`config.mk`:
```
export PLATFORM = sky130hd
export DESIGN_NAME = rtc_backup_power
export DESIGN_NICKNAME = d
export VERILOG_FILES = /design/src/rtl/rtc_pwr_pkg.sv /design/src/rtl/rtc_freq_div.sv /design/src/rtl/rtc_calendar.sv /design/src/rtl/rtc_backup_power.sv
export SDC_FILE = /design/constraint.sdc
export NUM_CORES = 1
export LEC_CHECK = 0
export BUFFER_PORTS_ARGS = -buffer_cell sky130_fd_sc_hd__buf_2
export CORE_MARGIN = 8
export CORE_UTILIZATION = 47
export CTS_BUF_LIST = sky130_fd_sc_hd__clkbuf_4 sky130_fd_sc_hd__clkbuf_8 sky130_fd_sc_hd__clkbuf_16
export DETAILED_ROUTE_END_ITERATION = 8
export GPL_TIMING_DRIVEN = 1
export PLACE_DENSITY_LB_ADDON = 0.1
export SETUP_SLACK_MARGIN = 0.5
export SLEW_MARGIN = 40
export SYNTH_ARGS = -nofsm -noshare
export SYNTH_HDL_FRONTEND = slang
export SYNTH_HIERARCHICAL = 1
export SYNTH_SLANG_ARGS = --single-unit
export TNS_END_PERCENT = 10
```
`constraint.sdc`:
```
create_clock -name clock -period 3.46 [get_ports clock]
set_input_delay 0.346 -clock clock [delete_from_list [all_inputs] [get_ports clock]]
set_output_delay 0.346 -clock clock [all_outputs]
set_load 0.01 [all_outputs]
```
`src/rtl/rtc_pwr_pkg.sv`:
```
// Purpose: Shared constants for the backup power mode and alarm logic
// Assumes: 32-bit APB data, one word per register
// Notes: Field positions are the low bit of each field
`default_nettype none
package rtc_pwr_pkg;
  // Register byte offsets
  localparam logic [7:0] CTRL_OFF = 8'h00;
  localparam logic [7:0] STATUS_OFF = 8'h04;
  localparam logic [7:0] TIME_OFF = 8'h08;
  localparam logic [7:0] DATE_OFF = 8'h0C;
  localparam logic [7:0] ALM_TIME_OFF = 8'h10;
  localparam logic [7:0] ALM_DATE_OFF = 8'h14;
  localparam logic [7:0] ALM_MASK_OFF = 8'h18;
  // Control fields
  localparam int LP_SEL_POS = 0;
  localparam int ALM_EN_POS = 1;
  localparam int REPEAT_POS = 2;
  localparam int PIN_OFF_BKP_POS = 3;
  localparam int FREQ_SEL_POS = 4;
  localparam logic [7:0] CTRL_RESET = 8'h00;
  // Status fields
  localparam int ST_BACKUP_POS = 0;
  localparam int ST_LOSS_POS = 1;
  localparam int ST_ALARM_POS = 2;
  localparam int ST_TRIP_ON_POS = 3;
  // Time and date word fields
  localparam int SEC_POS = 0;
  localparam int MIN_POS = 8;
  localparam int HOUR_POS = 16;
  localparam int WDAY_POS = 24;
  localparam int DATE_POS = 0;
  localparam int MON_POS = 8;
  localparam int YEAR_POS = 16;
  // Calendar reset values
  localparam logic [4:0] DATE_RESET = 5'h01;
  localparam logic [3:0] MON_RESET = 4'h1;
  localparam logic [6:0] YEAR_LAST = 7'h63;
  // Time base
  localparam int OSC_HZ = 32768;
  localparam int ALARM_PULSE_MS = 250;
  localparam int ALARM_PULSE_TICKS = OSC_HZ * ALARM_PULSE_MS / 1000;
  localparam int FILTER_TICKS = 4;
  // Supply mode states
  typedef enum logic [1:0] {
    MAIN_SUPPLY = 2'b01,
    BACKUP_SUPPLY = 2'b10
  } supply_mode_t;
endpackage
`default_nettype wire

```
`src/rtl/rtc_freq_div.sv`:
```
// Purpose: Divides oscillator ticks into seconds and selectable clocks
// Assumes: oscTick is one clock wide, once per oscillator period
// Notes: Select 0 is off, 1 is the oscillator, 2..15 divided taps
`default_nettype none
module rtc_freq_div (
  input wire logic clock,
  input wire logic rst_n,
  input wire logic oscTick,
  input wire logic oscLevel,
  input wire logic [3:0] freqSel,
  output logic secTick,
  output logic freqLevel
);
  typedef struct packed {
    logic [14:0] div;
    logic sec;
    logic lvl;
  } div_t;
  div_t s_q, s_d;

  // Free running divider; the taps feed both seconds and output clock
  always_comb begin
    s_d = s_q;
    s_d.sec = 1'b0;
    if (oscTick) begin
      s_d.div = s_q.div + 15'h0001;
      s_d.sec = (s_q.div == 15'h7FFF);
    end
    if (freqSel == 4'h0) begin
      s_d.lvl = 1'b1;
    end else if (freqSel == 4'h1) begin
      s_d.lvl = oscLevel;
    end else begin
      s_d.lvl = s_q.div[freqSel - 4'h2];
    end
  end

  always_ff @(posedge clock) begin
    if (!rst_n) begin
      s_q <= '0;
    end else begin
      s_q <= s_d;
    end
  end

  assign secTick = s_q.sec;
  assign freqLevel = s_q.lvl;
endmodule
`default_nettype wire

```
`src/rtl/rtc_calendar.sv`:
```
// Purpose: Binary time and calendar counters with leap year handling
// Assumes: Year 0..99 stands for 2000..2099
// Notes: Loads from software take priority over a second tick
`default_nettype none
module rtc_calendar (
  input wire logic clock,
  input wire logic rst_n,
  input wire logic secTick,
  input wire logic loadTime,
  input wire logic loadDate,
  input wire logic [31:0] wdata,
  output logic [5:0] sec,
  output logic [5:0] min,
  output logic [4:0] hour,
  output logic [2:0] wday,
  output logic [4:0] date,
  output logic [3:0] mon,
  output logic [6:0] year
);
  typedef struct packed {
    logic [5:0] sec;
    logic [5:0] min;
    logic [4:0] hour;
    logic [2:0] wday;
    logic [4:0] date;
    logic [3:0] mon;
    logic [6:0] year;
  } cal_t;
  cal_t c_q, c_d;
  logic [4:0] lastDay;

  always_comb begin
    unique case (c_q.mon)
      4'h2: lastDay = (c_q.year[1:0] == 2'b00) ? 5'h1D : 5'h1C;
      4'h4, 4'h6, 4'h9, 4'hB: lastDay = 5'h1E;
      default: lastDay = 5'h1F;
    endcase
  end

  // Ripple carry through the fields, one second at a time
  always_comb begin
    c_d = c_q;
    if (loadTime) begin
      c_d.sec = wdata[rtc_pwr_pkg::SEC_POS +: 6];
      c_d.min = wdata[rtc_pwr_pkg::MIN_POS +: 6];
      c_d.hour = wdata[rtc_pwr_pkg::HOUR_POS +: 5];
      c_d.wday = wdata[rtc_pwr_pkg::WDAY_POS +: 3];
    end else if (loadDate) begin
      c_d.date = wdata[rtc_pwr_pkg::DATE_POS +: 5];
      c_d.mon = wdata[rtc_pwr_pkg::MON_POS +: 4];
      c_d.year = wdata[rtc_pwr_pkg::YEAR_POS +: 7];
    end else if (secTick) begin
      c_d.sec = c_q.sec + 6'h01;
      if (c_q.sec == 6'h3B) begin
        c_d.sec = 6'h00;
        c_d.min = c_q.min + 6'h01;
        if (c_q.min == 6'h3B) begin
          c_d.min = 6'h00;
          c_d.hour = c_q.hour + 5'h01;
          if (c_q.hour == 5'h17) begin
            c_d.hour = 5'h00;
            c_d.wday = (c_q.wday == 3'h6) ? 3'h0 : c_q.wday + 3'h1;
            c_d.date = c_q.date + 5'h01;
            if (c_q.date >= lastDay) begin
              c_d.date = rtc_pwr_pkg::DATE_RESET;
              c_d.mon = c_q.mon + 4'h1;
              if (c_q.mon == 4'hC) begin
                c_d.mon = rtc_pwr_pkg::MON_RESET;
                c_d.year = (c_q.year == rtc_pwr_pkg::YEAR_LAST) ? 7'h00 : c_q.year + 7'h01;
              end
            end
          end
        end
      end
    end
  end

  always_ff @(posedge clock) begin
    if (!rst_n) begin
      c_q <= '0;
      c_q.date <= rtc_pwr_pkg::DATE_RESET;
      c_q.mon <= rtc_pwr_pkg::MON_RESET;
    end else begin
      c_q <= c_d;
    end
  end

  assign sec = c_q.sec;
  assign min = c_q.min;
  assign hour = c_q.hour;
  assign wday = c_q.wday;
  assign date = c_q.date;
  assign mon = c_q.mon;
  assign year = c_q.year;
endmodule
`default_nettype wire

```
`src/rtl/rtc_backup_power.sv`:
```
// Purpose: Supply mode selection, serial gating, alarm and shared pin
// Assumes: Comparator and oscillator inputs are synchronous to clock
// Notes: APB slave with zero wait states; read data is registered
//
// Local design decisions: the APB interface to the registers and the register offsets.
`default_nettype none
// What this block does
// - Go to backup when supply is below backup-minus-hysteresis and below trip.
// - Return to main when supply beats backup-plus-hysteresis or trip-plus-hysteresis.
// - In backup the serial clock is ignored and serial data never driven.
// - Calendar, alarm and divider keep running in backup.
// - Shared pin stays active in backup unless control disables it.
// - Flag total power loss at power-up so software sees lost time.
// - Low-power select skips the trip check and turns trip monitoring off.
// - Low-power mode enters backup when supply drops below backup, with hysteresis.
// - Low-power select resets to zero, the normal switching rule.
// - Frequency select field chooses alarm interrupt or frequency output.
// - Interrupt mode pulls the open-drain pin low on alarm.
// - Frequency mode drives a selected crystal-derived clock open-drain.
// - Alarm fires when enabled fields all match the current time.
// - Repeat mode pulses the pin on every later match.
// - Alarm event sets a pollable status flag.
// - Calendar runs through 2099 with automatic leap years.
// - Time base is a 32.768kHz crystal or external clock on the oscillator input.
module rtc_backup_power #(
  parameter int PULSE_TICKS = rtc_pwr_pkg::ALARM_PULSE_TICKS,
  parameter int FILTER_LEN = rtc_pwr_pkg::FILTER_TICKS
) (
  input wire logic clock,
  input wire logic rst_n,
  input wire logic psel,
  input wire logic penable,
  input wire logic pwrite,
  input wire logic [7:0] paddr,
  input wire logic [31:0] pwdata,
  output logic [31:0] prdata,
  output logic pready,
  output logic pslverr,
  input wire logic oscillator_input,
  input wire logic vddBelowBatLow,
  input wire logic vddAboveBatHigh,
  input wire logic vddBelowTrip,
  input wire logic vddAboveTripHigh,
  input wire logic totalLossDetect,
  output logic tripMonitorEnable,
  output logic backupMode,
  input wire logic sclIn,
  input wire logic sdaIn,
  input wire logic sdaPullFromCore,
  output logic sclToCore,
  output logic sdaToCore,
  output logic sdaOut,
  output logic sdaOeN,
  output logic alarm_or_freq_pinOut,
  output logic alarm_or_freq_pinOeN
);
  typedef struct packed {
    logic oscPrev;
    rtc_pwr_pkg::supply_mode_t mode;
    logic [7:0] filt;
    logic lpSel;
    logic almEn;
    logic repeatMode;
    logic pinOffBkp;
    logic [3:0] freqSel;
    logic lossFlag;
    logic almFlag;
    logic [26:0] almTime;
    logic [22:0] almDate;
    logic [6:0] almMask;
    logic [15:0] pulseCnt;
    logic secSeen;
    logic lastMatch;
    logic [31:0] rdata;
    logic err;
    logic sdaOeN;
    logic sclGate;
    logic pinOeN;
  } st_t;
  st_t s_q, s_d;

  logic oscTick, secTick, freqLevel;
  logic wrAcc, setupRd;
  logic [5:0] sec, min;
  logic [4:0] hour, date;
  logic [2:0] wday;
  logic [3:0] mon;
  logic [6:0] year;
  logic [6:0] fieldHit;
  logic match;
  logic wantBackup, wantMain, wantChange;
  logic [31:0] timeWord, dateWord;
  logic addrOk;
  logic inBackup;
  logic nextBackup;

  // Oscillator pin is taken as synchronous; no extra stages
  // edge of oscillator level gives one tick per period
  assign oscTick = oscillator_input & ~s_q.oscPrev;
  assign inBackup = (s_q.mode == rtc_pwr_pkg::BACKUP_SUPPLY);

  // Register write strobe on the access edge, read decode in setup
  assign wrAcc = psel & penable & pwrite;
  assign setupRd = psel & ~penable;

  // calendar and divider have no backup gating
  rtc_freq_div u_div (
    .clock(clock),
    .rst_n(rst_n),
    .oscTick(oscTick),
    .oscLevel(s_q.oscPrev),
    .freqSel(s_q.freqSel),
    .secTick(secTick),
    .freqLevel(freqLevel)
  );

  rtc_calendar u_cal (
    .clock(clock),
    .rst_n(rst_n),
    .secTick(secTick),
    .loadTime(wrAcc && paddr == rtc_pwr_pkg::TIME_OFF),
    .loadDate(wrAcc && paddr == rtc_pwr_pkg::DATE_OFF),
    .wdata(pwdata),
    .sec(sec),
    .min(min),
    .hour(hour),
    .wday(wday),
    .date(date),
    .mon(mon),
    .year(year)
  );

  assign timeWord = {5'h00, wday, 3'h0, hour, 2'h0, min, 2'h0, sec};
  assign dateWord = {9'h000, year, 4'h0, mon, 3'h0, date};

  // per-field compare; a masked-off field always hits
  always_comb begin
    fieldHit[0] = ~s_q.almMask[0] | (sec == s_q.almTime[rtc_pwr_pkg::SEC_POS +: 6]);
    fieldHit[1] = ~s_q.almMask[1] | (min == s_q.almTime[rtc_pwr_pkg::MIN_POS +: 6]);
    fieldHit[2] = ~s_q.almMask[2] | (hour == s_q.almTime[rtc_pwr_pkg::HOUR_POS +: 5]);
    fieldHit[3] = ~s_q.almMask[3] | (wday == s_q.almTime[rtc_pwr_pkg::WDAY_POS +: 3]);
    fieldHit[4] = ~s_q.almMask[4] | (date == s_q.almDate[rtc_pwr_pkg::DATE_POS +: 5]);
    fieldHit[5] = ~s_q.almMask[5] | (mon == s_q.almDate[rtc_pwr_pkg::MON_POS +: 4]);
    fieldHit[6] = ~s_q.almMask[6] | (year == s_q.almDate[rtc_pwr_pkg::YEAR_POS +: 7]);
    // An all-zero mask never matches
    match = (&fieldHit) & (|s_q.almMask);
  end

  // Supply decisions from the comparator levels
  always_comb begin
    if (s_q.lpSel) begin
      wantBackup = vddBelowBatLow;
      wantMain = vddAboveBatHigh;
    end else begin
      wantBackup = vddBelowBatLow & vddBelowTrip;
      wantMain = vddAboveBatHigh | vddAboveTripHigh;
    end
    // Only the condition for leaving the present mode counts
    wantChange = inBackup ? wantMain : wantBackup;
  end

  // Only word offsets in the table answer without error
  always_comb begin
    unique case (paddr)
      rtc_pwr_pkg::CTRL_OFF, rtc_pwr_pkg::STATUS_OFF, rtc_pwr_pkg::TIME_OFF,
      rtc_pwr_pkg::DATE_OFF, rtc_pwr_pkg::ALM_TIME_OFF, rtc_pwr_pkg::ALM_DATE_OFF,
      rtc_pwr_pkg::ALM_MASK_OFF: addrOk = 1'b1;
      default: addrOk = 1'b0;
    endcase
  end

  // Next state of everything the block remembers
  always_comb begin
    s_d = s_q;
    // Previous oscillator level for the edge detector
    s_d.oscPrev = oscillator_input;

    if (oscTick) begin
      if (!wantChange) begin
        s_d.filt = 8'h00;
      end else if (s_q.filt >= 8'(FILTER_LEN - 1)) begin
        // A change is only committed after the level held for the whole window
        s_d.filt = 8'h00;
        unique case (s_q.mode)
          rtc_pwr_pkg::MAIN_SUPPLY: s_d.mode = rtc_pwr_pkg::BACKUP_SUPPLY;
          rtc_pwr_pkg::BACKUP_SUPPLY: s_d.mode = rtc_pwr_pkg::MAIN_SUPPLY;
          default: s_d.mode = rtc_pwr_pkg::MAIN_SUPPLY;
        endcase
      end else begin
        s_d.filt = s_q.filt + 8'h01;
      end
    end

    // Gate follows the mode being entered, so backup never sees SDA driven
    nextBackup = (s_d.mode == rtc_pwr_pkg::BACKUP_SUPPLY);

    // Control and alarm register writes
    if (wrAcc) begin
      unique case (paddr)
        rtc_pwr_pkg::CTRL_OFF: begin
          // host keeps this write to main supply
          s_d.lpSel = pwdata[rtc_pwr_pkg::LP_SEL_POS];
          s_d.almEn = pwdata[rtc_pwr_pkg::ALM_EN_POS];
          s_d.repeatMode = pwdata[rtc_pwr_pkg::REPEAT_POS];
          s_d.pinOffBkp = pwdata[rtc_pwr_pkg::PIN_OFF_BKP_POS];
          s_d.freqSel = pwdata[rtc_pwr_pkg::FREQ_SEL_POS +: 4];
        end
        rtc_pwr_pkg::STATUS_OFF: begin
          if (pwdata[rtc_pwr_pkg::ST_LOSS_POS]) begin
            s_d.lossFlag = 1'b0;
          end
          if (pwdata[rtc_pwr_pkg::ST_ALARM_POS]) begin
            s_d.almFlag = 1'b0;
          end
        end
        rtc_pwr_pkg::ALM_TIME_OFF: s_d.almTime = pwdata[26:0];
        rtc_pwr_pkg::ALM_DATE_OFF: s_d.almDate = pwdata[22:0];
        rtc_pwr_pkg::ALM_MASK_OFF: s_d.almMask = pwdata[6:0];
        default: s_d.err = s_q.err;
      endcase
    end

    // A report in the clearing cycle wins
    // later loss report
    if (totalLossDetect) begin
      s_d.lossFlag = 1'b1;
    end

    // Match checked one cycle after the calendar stepped
    s_d.secSeen = secTick;
    // Pulse length counts oscillator ticks, not clocks
    if (s_q.pulseCnt != 16'h0000 && oscTick) begin
      s_d.pulseCnt = s_q.pulseCnt - 16'h0001;
    end
    if (s_q.secSeen) begin
      // A match lasts at least a second; only its start is an event
      s_d.lastMatch = match;
      // Alarm is parked while the pin serves as frequency output
      if (match && !s_q.lastMatch && s_q.almEn && s_q.freqSel == 4'h0) begin
        s_d.almFlag = 1'b1;
        if (s_q.repeatMode) begin
          s_d.pulseCnt = 16'(PULSE_TICKS);
        end
      end
    end

    s_d.sclGate = ~nextBackup;
    s_d.sdaOeN = ~(sdaPullFromCore & ~nextBackup);

    if (s_q.pinOffBkp && inBackup) begin
      s_d.pinOeN = 1'b1;
    end else if (s_q.freqSel != 4'h0) begin
      s_d.pinOeN = freqLevel;
    end else if (s_q.repeatMode) begin
      s_d.pinOeN = (s_q.pulseCnt == 16'h0000);
    end else begin
      s_d.pinOeN = ~s_q.almFlag;
    end

    // Read data captured in the setup phase for the access phase
    if (setupRd) begin
      s_d.err = ~addrOk;
      // Reserved bits read as zero, except gaps inside the alarm time and date words
      s_d.rdata = 32'h0000_0000;
      unique case (paddr)
        rtc_pwr_pkg::CTRL_OFF: begin
          s_d.rdata[rtc_pwr_pkg::LP_SEL_POS] = s_q.lpSel;
          s_d.rdata[rtc_pwr_pkg::ALM_EN_POS] = s_q.almEn;
          s_d.rdata[rtc_pwr_pkg::REPEAT_POS] = s_q.repeatMode;
          s_d.rdata[rtc_pwr_pkg::PIN_OFF_BKP_POS] = s_q.pinOffBkp;
          s_d.rdata[rtc_pwr_pkg::FREQ_SEL_POS +: 4] = s_q.freqSel;
        end
        rtc_pwr_pkg::STATUS_OFF: begin
          s_d.rdata[rtc_pwr_pkg::ST_BACKUP_POS] = inBackup;
          s_d.rdata[rtc_pwr_pkg::ST_LOSS_POS] = s_q.lossFlag;
          s_d.rdata[rtc_pwr_pkg::ST_ALARM_POS] = s_q.almFlag;
          s_d.rdata[rtc_pwr_pkg::ST_TRIP_ON_POS] = ~s_q.lpSel;
        end
        rtc_pwr_pkg::TIME_OFF: s_d.rdata = timeWord;
        rtc_pwr_pkg::DATE_OFF: s_d.rdata = dateWord;
        rtc_pwr_pkg::ALM_TIME_OFF: s_d.rdata[26:0] = s_q.almTime;
        rtc_pwr_pkg::ALM_DATE_OFF: s_d.rdata[22:0] = s_q.almDate;
        rtc_pwr_pkg::ALM_MASK_OFF: s_d.rdata[6:0] = s_q.almMask;
        default: s_d.rdata = 32'h0000_0000;
      endcase
    end
  end

  // Single register stage for the whole block state
  always_ff @(posedge clock) begin
    if (!rst_n) begin
      s_q <= '0;
      s_q.mode <= rtc_pwr_pkg::MAIN_SUPPLY;
      {s_q.freqSel, s_q.pinOffBkp, s_q.repeatMode, s_q.almEn, s_q.lpSel} <=
        rtc_pwr_pkg::CTRL_RESET;
      s_q.lossFlag <= 1'b1;
      // Serial and pin drivers start released
      s_q.sdaOeN <= 1'b1;
      s_q.pinOeN <= 1'b1;
      s_q.sclGate <= 1'b1;
    end else begin
      s_q <= s_d;
    end
  end

  assign tripMonitorEnable = ~s_q.lpSel;
  assign backupMode = inBackup;

  assign sclToCore = sclIn | ~s_q.sclGate;
  assign sdaToCore = sdaIn | ~s_q.sclGate;
  assign sdaOut = 1'b0;
  assign sdaOeN = s_q.sdaOeN;

  // Open drain: only ever pulls low
  assign alarm_or_freq_pinOut = 1'b0;
  assign alarm_or_freq_pinOeN = s_q.pinOeN;

  // No wait states; error only for unmapped words
  // A refused write changes nothing; pslverr is the only sign
  assign pready = 1'b1;
  assign pslverr = psel & penable & s_q.err;
  assign prdata = s_q.rdata;
endmodule
`default_nettype wire

```
==> impl_results.md, run 1 <==
- Finished Core Util: 53.9%
- P_sw: roughly 1.3 mW
- FF/Latch Area: 0.00361 sq mm
- Root Driver: clkbuf_16
- Primary FF master, synth: dfxtp_1
- Worst-Margin Slew: ~790 ps
- Multi-input logic area: approximately 0.0052 sq mm
- CTS max path bufs: 2
- Clock-pin slew on the worst setup and hold paths: 70 ps
- Maximum VDD drop: between 0.0003 and 0.0004 V
- Inserted Clock Buffers: 17
- Initial antenna violation count: 1
- H-tree levels: 4
- First-pass GRT wire length: roughly 43,000 um
- Slew margin rel.: 46.9%
- Vias/cell: 5.77
- Arrival @ worst endpoint: 3110 ps
- Setup TNS: 0 ps
- Vias in the first global route: 7,743
- Final ANT Viol Nets: 0
- M2 GR Usage: between 30% and 40%
- Antenna cells: 0
- Nets: 1,267
- Die Ht: about 160 um
- Yosys top cell area share: a little under two fifths
- Synth Instances: 1,155
- Drt total wl: 27,500 um
- Final Hold Fails: 0
- IO buf count: 82
- Reg2reg setup slack: 670 ps
- CP endpoint kind: flop
- Hold Path Class: in2reg
- RSZ-0062 raised after global routing: no
- RD Place Congestion: between 0.9 and 1
- Number of hold buffers added after cts: 0
- Fillers: between 1.5k and 2k
- Post-DP HPWL: approximately 20,000 um
- Clock skew: 8.84 ps
- Cell-internal power: about 3.6 mW
- DP Area: 0.00988 sq mm
- 1st-iter DRT viols: 807
- Asr flop ratio synth: 0%
- Flop pwr share: ~45%
- Power share of the clock group: 42.2%
- Synth cell types: 75
- PwrDens: 468 mW/mm^2
- Final min period: 2790 ps
- Via count: 8,498
- M3 GR Usage: 6.00%
- Largest cells by area after synthesis: dfxtp_1 (38%), nand2_1 (7.5%), a21oi_1 (5.2%), xnor2_1 (3.7%), nor2_1 (3.5%)
- Mapped Area: 0.00941 sq mm
- Grt total ovfl: 0
- WHS: 90.7 ps
- Period utilization: 80.7%
- Drt pass-1 iters: 6
- DRC: 0
- Setup Viol. Count Final: 0
- Critical path class: reg2reg
- CTS sink count: 180
- Synth area leader: dfxtp_1
- Io pins: 96
- Met1 Usage GRT: 31.9%
- Syn avg cell area: a little over 8 sq um
- #FFs+latches synth: 180
- Crit path required time: ~3800 ps
- Sw frac: 26.8%
- Max Cap Viol: 0
- Comb power frac: 12.7%
- Area grow syn2layout: 12.2%
- Yosys warning count: 6
- Register area share after synthesis: 38.3%
- FP Rows: 51
- Postcts setup bufs: 0
- Critical Path Start Type: flop
- Final instance area: 0.0106 sq mm
- Routed WL per cell: 18.7 um
- Die Area: 0.0248 sq mm
- Tot Pwr: 4.94 mW
- Core Area: about 0.020 sq mm
- Share of post-route cells with drive strength above 1: 15.2%
- EDFF count, synth: 0
- Largest net degree at the start of global routing: 35
- Chip Width: around 160 um
- GRT Max-Usage Layer: met1
- Initial core utilization: between 40% and 50%
- Clk_lat worst skew: ~430 ps
- Status: finished clean
- CTS tree: yes
- Total Routing Usage GR: 22.2%
- Pleak: about 4.0 nW
- Slew Viols, Final: 0
- Fmax: 358 MHz
- Critical path fanouts, max: 7
-- cell type report --
cell class              instances  area share, %
flip-flops and latches        180           34.2
clock buffers                  20           4.42
inverters                      25          0.889
well taps                     265           3.14
clock inverters                11           1.58
repair buffers                114           6.28
multi-input cells             858           49.5
-- logic make-up after synthesis --
logic type      Yosys count  share of synthesized area [%]
buf+inv                 124                           6.97
compound gates          254                           17.7
other cells               2                         0.0798
xor+xnor                 70                           6.51
simple gates            469                           23.9
fa+ha+maj                17                           2.26
mux                      39                           4.31
flops                   180                           38.3
-- power by group through the flow --
stage,combinational [mW],clock [mW],sequential (mW)
global route,0.711,2.21,2.24
floorplan,0.481,0,2.26
finish,0.630,2.08,2.23
global placement,0.625,0,2.28
CTS,0.632,2.12,2.23
detailed placement,0.629,0,2.28
-- path summary, 6_finish.rpt --
path	start	endpoint	cells past startpoint
worst min register to register	prdata[11]$_SDFFE_PN0P_	prdata[11]$_SDFFE_PN0P_	2
worst max register to register	u_cal/year[0]$_SDFFE_PN0P_	u_cal/year[0]$_SDFFE_PN0P_	11
worst min-delay path	sdaPullFromCore	sdaOeN$_SDFF_PN1_	2
worst max-delay path	u_cal/year[0]$_SDFFE_PN0P_	u_cal/year[0]$_SDFFE_PN0P_	11
-- routing by layer --
layer,routed length [um],up-vias,part of all wire [%]
met2,11400,294,41
li1,-,4167,-
met4,581,2,2.1
met3,2450,39,8.9
met5,13,-,0.047
met1,13100,3996,48
-- through the flow --
step / setup slack (ps) / instances
2_1_floorplan: 532 / 1161
3_3_place_gp: 388 / 1441
3_5_place_dp: 366 / 1441
4_1_cts: 535 / 1472
5_1_grt: 498 / 1473
6_report: 666 / 1473
-- flip-flops by register name, summed over array words and instances, names as in the netlist, 3 cells and up --
name        flops
s_q            98
prdata         27
u_div/s_q      15
u_cal/year      7
u_cal/min       6
u_cal/sec       6
u_cal/date      5
u_cal/hour      5
u_cal/mon       4
u_cal/wday      3
-- Yosys cell counts (4+ instances only) --
library cell / instances
and2_1: 11
a31oi_1: 7
or3_1: 7
o21ai_1: 13
a22oi_1: 14
buf_6: 4
nand2b_1: 10
a21oi_1: 97
a222oi_1: 13
inv_1: 24
nand4_1: 22
buf_4: 40
a211oi_1: 8
xor2_1: 30
a221oi_1: 13
nand2_1: 189
o221ai_1: 6
xnor2_1: 40
nor4b_1: 4
buf_2: 8
nor2b_1: 10
o31ai_1: 4
dfxtp_1: 180
mux2_2: 12
nor2_1: 89
nor3_1: 26
and3_1: 9
or4_1: 6
ha_1: 17
nand3_1: 48
o21ai_0: 35
mux2i_1: 27
a21o_1: 6
nor4_1: 10
a2bb2oi_1: 6
clkbuf_1: 44
and4_1: 4
-- critical path, stage by stage (launching register included) --
cell      delay, ps
dfxtp_2         420
inv_1           120
ha_1            210
o21ai_0         160
o21ai_1          80
ha_1            280
nand2b_1        120
a21oi_1         100
or4_4           490
o31a_4          430
a221oi_2        200
a211oi_1         70
-- placed cells by master, fill, tap and decap left out, types with 7 or more instances in the layout --
master | Yosys | routed
o21ai_0 | 35 | 33
nor4_1 | 10 | 9
buf_2 | 8 | 82
nor2_1 | 89 | 89
or3_1 | 7 | 7
buf_4 | 40 | 31
inv_1 | 24 | 23
nand2_1 | 189 | 189
a222oi_1 | 13 | 13
xnor2_1 | 40 | 40
a221oi_1 | 13 | 11
and2_1 | 11 | 11
mux2_2 | 12 | 12
nand4_1 | 22 | 22
a21oi_1 | 97 | 97
dfxtp_1 | 180 | 177
a22oi_1 | 14 | 14
nor3_1 | 26 | 26
and3_1 | 9 | 9
clkbuf_16 | 0 | 17
xor2_1 | 30 | 30
o21ai_1 | 13 | 15
a211oi_1 | 8 | 8
nand3_1 | 48 | 48
mux2i_1 | 27 | 27
nor2b_1 | 10 | 10
a31oi_1 | 7 | 7
conb_1 | 2 | 8
ha_1 | 17 | 17
nand2b_1 | 10 | 10
-- timing repair --
item	CTS	global route
pin swaps	0	2
setup endpoints to repair	8	14
gates cloned	0	1
gates resized for setup	4	9
Power figures use the tool's default switching activity.
==> run 2: changes to the inputs <==
- clock period: 3.46 -> 2.4 ns (I/O delays scaled with it)
==> impl_results.md, run 2 (synthesized netlist as in run 1, its figures left out) <==
- Status: finished, violations left
- Failing checks: negative setup slack
- Fillers: 1,816
- Dpl ws: -208 ps
- Total Routing Usage GR: 24.3%
- Drt pass-1 iters: 7
- Crit path required time: between 2000 and 3000 ps
- Core Area: 0.0196 sq mm
- Grt total ovfl: 0
- Critical path class: reg2reg
- H-tree levels: 4
- Clock skew: approximately 8.3 ps
- RD Place Congestion: around 0.92
- Fin cells: roughly 1.6k
- P_sw: roughly 2.1 mW
- Vias in the first global route: between 8k and 9k
- 1st-iter DRT viols: 877
- Number of flip-flops under the largest register name: 98
- Routed WL per cell: between 15 and 20 um
- Pleak: 4.52 nW
- Nets: 1,352
- Vias/cell: 5.77
- Comb power frac: 13.8%
- Met3 Wirelength: 1880 um
- Arrival @ worst endpoint: 2830 ps
- Setup Viol. Count Final: 11
- Chip Width: between 150 and 200 um
- Worst r2r src: u_cal/year[0]$_SDFFE_PN0P_
- Slew Viols, Final: 0
- Biggest register: s_q
- Critical Path Start: u_cal/year[0]$_SDFFE_PN0P_
- Clk_lat worst skew: 440 ps
- Worst-Margin Slew: between 600 and 700 ps
- Max Cap Viol: 0
- Power share of the clock group: between 40% and 50%
- Flop pwr share: 45.3%
- Drt total wl: 29,800 um
- Die Area: 0.0248 sq mm
- CTS max path bufs: 2
- CTS sink count: 180
- Area grow syn2layout: 22.5%
- Most frequent cells in the layout: nand2_1 (187), dfxtp_1 (172), buf_4 (102), a21oi_1 (95), nor2_1 (86)
- Highest Signal Layer: met5
- Die Ht: 158 um
- DRC: 0
- Maximum VDD drop: 0.000835 V
- CTS tree: yes
- Slew margin rel.: ~59%
- Wl on met1: between 10,000 and 15,000 um
- Clock-pin slew on the worst setup and hold paths: 70 ps
- Cell-internal power: 5.01 mW
- Worst r2r path cells: 12
- Reg2reg setup slack: -100 ps
- Post-DP HPWL: 22,100 um
- Critical path fanouts, max: 4
- Largest net degree at the start of global routing: 37
- Placed insts: 1,524
- Final setup margin: -96.0 ps
- Critical Path Start Type: flop
- Final min period: 2500 ps
- Routed length on met2: approximately 14,000 um
- Most common cell after layout, fill and taps aside: nand2_1
- Worst hold endpoint: s_q[107]$_SDFFE_PN0P_
- Tot Pwr: 7.09 mW
- CP endpoint kind: flop
- Sw frac: between 20 and 30%
- RSZ-0062 raised after global routing: yes
- Root Driver: clkbuf_16
- Postcts setup bufs: 0
- Period utilization: 104%
- Share of post-route cells with drive strength above 1: 24.2%
- IO buf count: 82
- Initial antenna violation count: 3
- Via count: 9,005
- Final ANT Viol Nets: 0
- Io pins: 96
- Final Hold Fails: 0
- PwrDens: 615 mW/mm^2
- FP Rows: 51
- WHS Path Cells: 3
- Setup TNS: -508 ps
- Fmax: 401 MHz
- Reg2reg end: u_cal/mon[2]$_SDFFE_PN0P_
- Inserted Clock Buffers: 17
- Hold Path Class: in2reg
- Hold path startpoint: pwdata[23]
- First-pass GRT wire length: roughly 47,000 um
- Initial core utilization: 48.0%
## run 2: cell types whose count changed in the layout (fill, tap and decap cells not counted), sizes merged, moves of 2 or more
| cell | before | now |
|---|---|---|
| inv | 28 | 31 |
| clkbuf | 20 | 17 |
| bufinv | 3 | 1 |
| clkinv | 4 | 7 |
| buf | 114 | 197 |
| dlygate4sd3 | 0 | 2 |
## run 2: metal layers
layer | vias up | GRT usage [%]
li1 | 4333 | -
met1 | 4297 | 32.0
met2 | 319 | 39.4
met3 | 52 | 3.78
met4 | 4 | 8.98
met5 | - | 0
## run 2: worst max path at each step
stage	to	slack [ps]
3_5_place_dp	u_cal/year[1]$_SDFFE_PN0P_	-210
2_1_floorplan	u_cal/year[0]$_SDFFE_PN0P_	-150
6_report	u_cal/mon[2]$_SDFFE_PN0P_	-100
4_1_cts	u_cal/mon[2]$_SDFFE_PN0P_	-90
5_1_grt	u_cal/mon[1]$_SDFFE_PN0P_	-200
3_3_place_gp	u_cal/year[1]$_SDFFE_PN0P_	-220
## run 2: power by group through the flow
| stage | combinational (mW) | sequential [mW] | clock, mW |
|---|---|---|---|
| after floorplan | 0.695 | 3.26 | 0 |
| after global placement | 0.953 | 3.28 | 0 |
| after detailed placement | 0.962 | 3.28 | 0 |
| after CTS | 0.975 | 3.21 | 2.95 |
| after global routing | 1.11 | 3.23 | 3.07 |
| final | 0.980 | 3.21 | 2.90 |
## run 2: worst max-delay path, stage by stage (launching register included)
cell and delay [ps]:
dfxtp_4 350, inv_2 40, ha_1 200, o21ai_1 140, o21ai_1 70, ha_1 280, nand2b_4 120, a21oi_2 60
or4_4 470, buf_6 160, a21oi_4 160, o21ai_1 80, a32o_1 260
## run 2: final cells by class
| type | instances | area, sq um | area share [%] |
|---|---|---|---|
| clock buffers | 17 | 425 | 3.69 |
| clock inverters | 15 | 189 | 1.64 |
| repair buffers | 199 | 1370 | 11.9 |
| diodes | 1 | 2.50 | 0.0217 |
| well taps | 265 | 332 | 2.87 |
| inverters | 25 | 104 | 0.900 |
| flip-flops and latches | 180 | 3620 | 31.4 |
| multi-input cells | 858 | 5490 | 47.6 |
## run 2: stage by stage
stage | util (%) | area (sq um) | hold WS (ps)
floorplan | - | 9550 | 312
global placement | 54.1 | 10600 | 421
detailed placement | 54.1 | 10600 | 420
CTS | 58.4 | 11400 | 32.8
global route | 58.9 | 11500 | 42.7
finish | 58.9 | 11500 | 45.8
## run 2: what timing repair did
action / CTS / global route
hold buffers: 2 / 0
endpoints found under the hold margin: 2 / 0
pin swaps: 20 / 12
endpoints found under the setup margin: 62 / 95
gates resized for setup: 47 / 16
cloned: 1 / 0
==> run 3: changes to the inputs <==
- CORE_UTILIZATION: 47 -> 54
- CTS_CLUSTER_SIZE: default -> 24
==> impl_results.md, run 3 (synthesized netlist as in run 1, its figures left out) <==
- Hold Path Class: in2reg
- Critical path fanouts, max: 8
- Number of flip-flops under the largest register name: 98
- Most common cell after layout, fill and taps aside: nand2_1
- CP endpoint kind: flop
- Nets: 1,342
- Failing checks: negative setup slack
- Root Driver: clkbuf_16
- Slew Viols, Final: 0
- Inserted Clock Buffers: 17
- Flop pwr share: 45.3%
- First-pass GRT wire length: roughly 45,000 um
- Share of post-route cells with drive strength above 1: 24.7%
- Biggest register: s_q
- DRC: 0
- FP Rows: 48
- Final Hold Fails: 0
- CTS max path bufs: 2
- Grt total ovfl: 0
- Most frequent cells in the layout: nand2_1 (187), dfxtp_1 (173), a21oi_1 (91), buf_4 (88), nor2_1 (85)
- Sw frac: 27.9%
- Vias/cell: 5.92
- Final instance area: 0.0115 sq mm
- Period utilization: 107%
- CTS tree: yes
- Post-DP HPWL: 20,200 um
- Final min period: 2560 ps
- Arrival @ worst endpoint: 2880 ps
- Worst-Margin Slew: ~700 ps
- Via count: 8,927
- Chip Width: 148 um
- Pleak: 4.48 nW
- 1st-iter DRT viols: between 700 and 800
- IO buf count: 82
- Clk_lat worst skew: 430 ps
- Fin cells: 1,509
- Power share of the clock group: approximately 40%
- PwrDens: between 600 and 700 mW/mm^2
- Status: finished, violations left
- Io pins: 96
- Antenna cells: 0
- Fmax: 390 MHz
- RD Place Congestion: 0.886
- Drt pass-1 iters: 5
- P_sw: between 1.5 and 2 mW
- Finished Core Util: 66.9%
- Max Cap Viol: 0
- H-tree levels: 4
- Reg2reg setup slack: -160 ps
- Area grow syn2layout: 22.1%
- Drt total wl: 28,300 um
- WHS: 49.6 ps
- Critical Path Start Type: flop
- Die Area: approximately 0.022 sq mm
- Placed insts: between 1k and 1.5k
- CTS sink count: 180
- Crit path required time: 2710 ps
- Initial antenna violation count: 0
- Core Area: 0.0172 sq mm
- Largest net degree at the start of global routing: 59
- Setup Viol. Count Final: 13
- Die Ht: approximately 150 um
- Total Routing Usage GR: between 20% and 30%
- Final ANT Viol Nets: 0
- RSZ-0062 raised after global routing: yes
- Final setup margin: -163 ps
- Routed WL per cell: 18.8 um
- Initial core utilization: a little over half
- Vias in the first global route: about 8.4k
- Slew margin rel.: between 50% and 60%
- DP Area: 0.0105 sq mm
- Comb power frac: roughly 14%
- Clock-pin slew on the worst setup and hold paths: around 70 ps
- Maximum VDD drop: between 0.0006 and 0.0007 V
- Cell-internal power: 5.11 mW
- Dpl ws: -200 ps
- Critical path class: reg2reg
- Clock skew: 12.3 ps
-- run 3: cell types whose count changed in the layout (fill, tap and decap cells not counted), moves of 2 or more --
cell      change
clkinv_2      +2
buf_12        +2
o21ai_2       +3
inv_4         +2
clkinv_8      -3
nor2b_1       -2
a21oi_2       +3
buf_4        -14
buf_6         +2
o21ai_0       -3
a21oi_1       -4
-- run 3: worst max-delay path: stages (launching register included) --
cell      delay, ps
dfxtp_4         370
inv_4            80
ha_4            140
inv_2            40
o21ai_2         120
o21ai_1         100
ha_1            290
nand2b_4        130
a21oi_4          60
or4_4           430
o31a_1          300
buf_6           160
a221oi_4        170
nor3_1           70
-- run 3: power by group through the flow --
stage               Sequential [mW]  Clock [mW]  Combinational, mW
floorplan                      3.26           0              0.695
global placement               3.28           0              0.937
CTS                            3.21        2.90              0.986
detailed placement             3.28           0              0.949
global route                   3.23        3.03               1.13
finish                         3.21        2.87               1.01
-- run 3: path summary, 6_finish.rpt --
kind / startpoint / cells after the start / endpoint
worst max-delay path: u_cal/mon[0]$_SDFFE_PN1P_ / 13 / u_cal/year[4]$_SDFFE_PN0P_
worst min-delay path: pwdata[23] / 3 / s_q[107]$_SDFFE_PN0P_
worst max register to register: u_cal/mon[0]$_SDFFE_PN1P_ / 13 / u_cal/year[4]$_SDFFE_PN0P_
worst min register to register: prdata[3]$_SDFFE_PN0P_ / 2 / prdata[3]$_SDFFE_PN0P_
-- run 3: repair_timing --
item / CTS / global route
endpoints found under the setup margin: 82 / 106
setup buffers: 2 / 1
gates resized for setup: 44 / 40
hold buffers: 2 / 0
endpoints found under the hold margin: 2 / 0
pin swaps: 35 / 25
-- run 3: layer usage --
metal	GRT usage (%)	vias up	share of wire, %
met1	35.4	4245	46
li1	-	4301	-
met5	0	-	0
met3	6.27	29	8.0
met4	7.14	0	2.0
met2	38.4	352	44
-- run 3: area by class of cell --
cell class | count | area, sq um
fill | 1513 | 5690
multi-input combinational | 857 | 5540
sequential | 180 | 3620
timing repair buffer | 190 | 1340
clock buffer | 18 | 433
tap | 225 | 282
clock inverter | 14 | 168
inverter | 25 | 105
-- run 3: stage by stage --
stage | setup TNS (ps) | power [mW]
2_1_floorplan | -2060 | 3.95
3_3_place_gp | -1640 | 4.21
3_5_place_dp | -2570 | 4.23
4_1_cts | -1160 | 7.10
5_1_grt | -3080 | 7.39
6_report | -1410 | 7.09
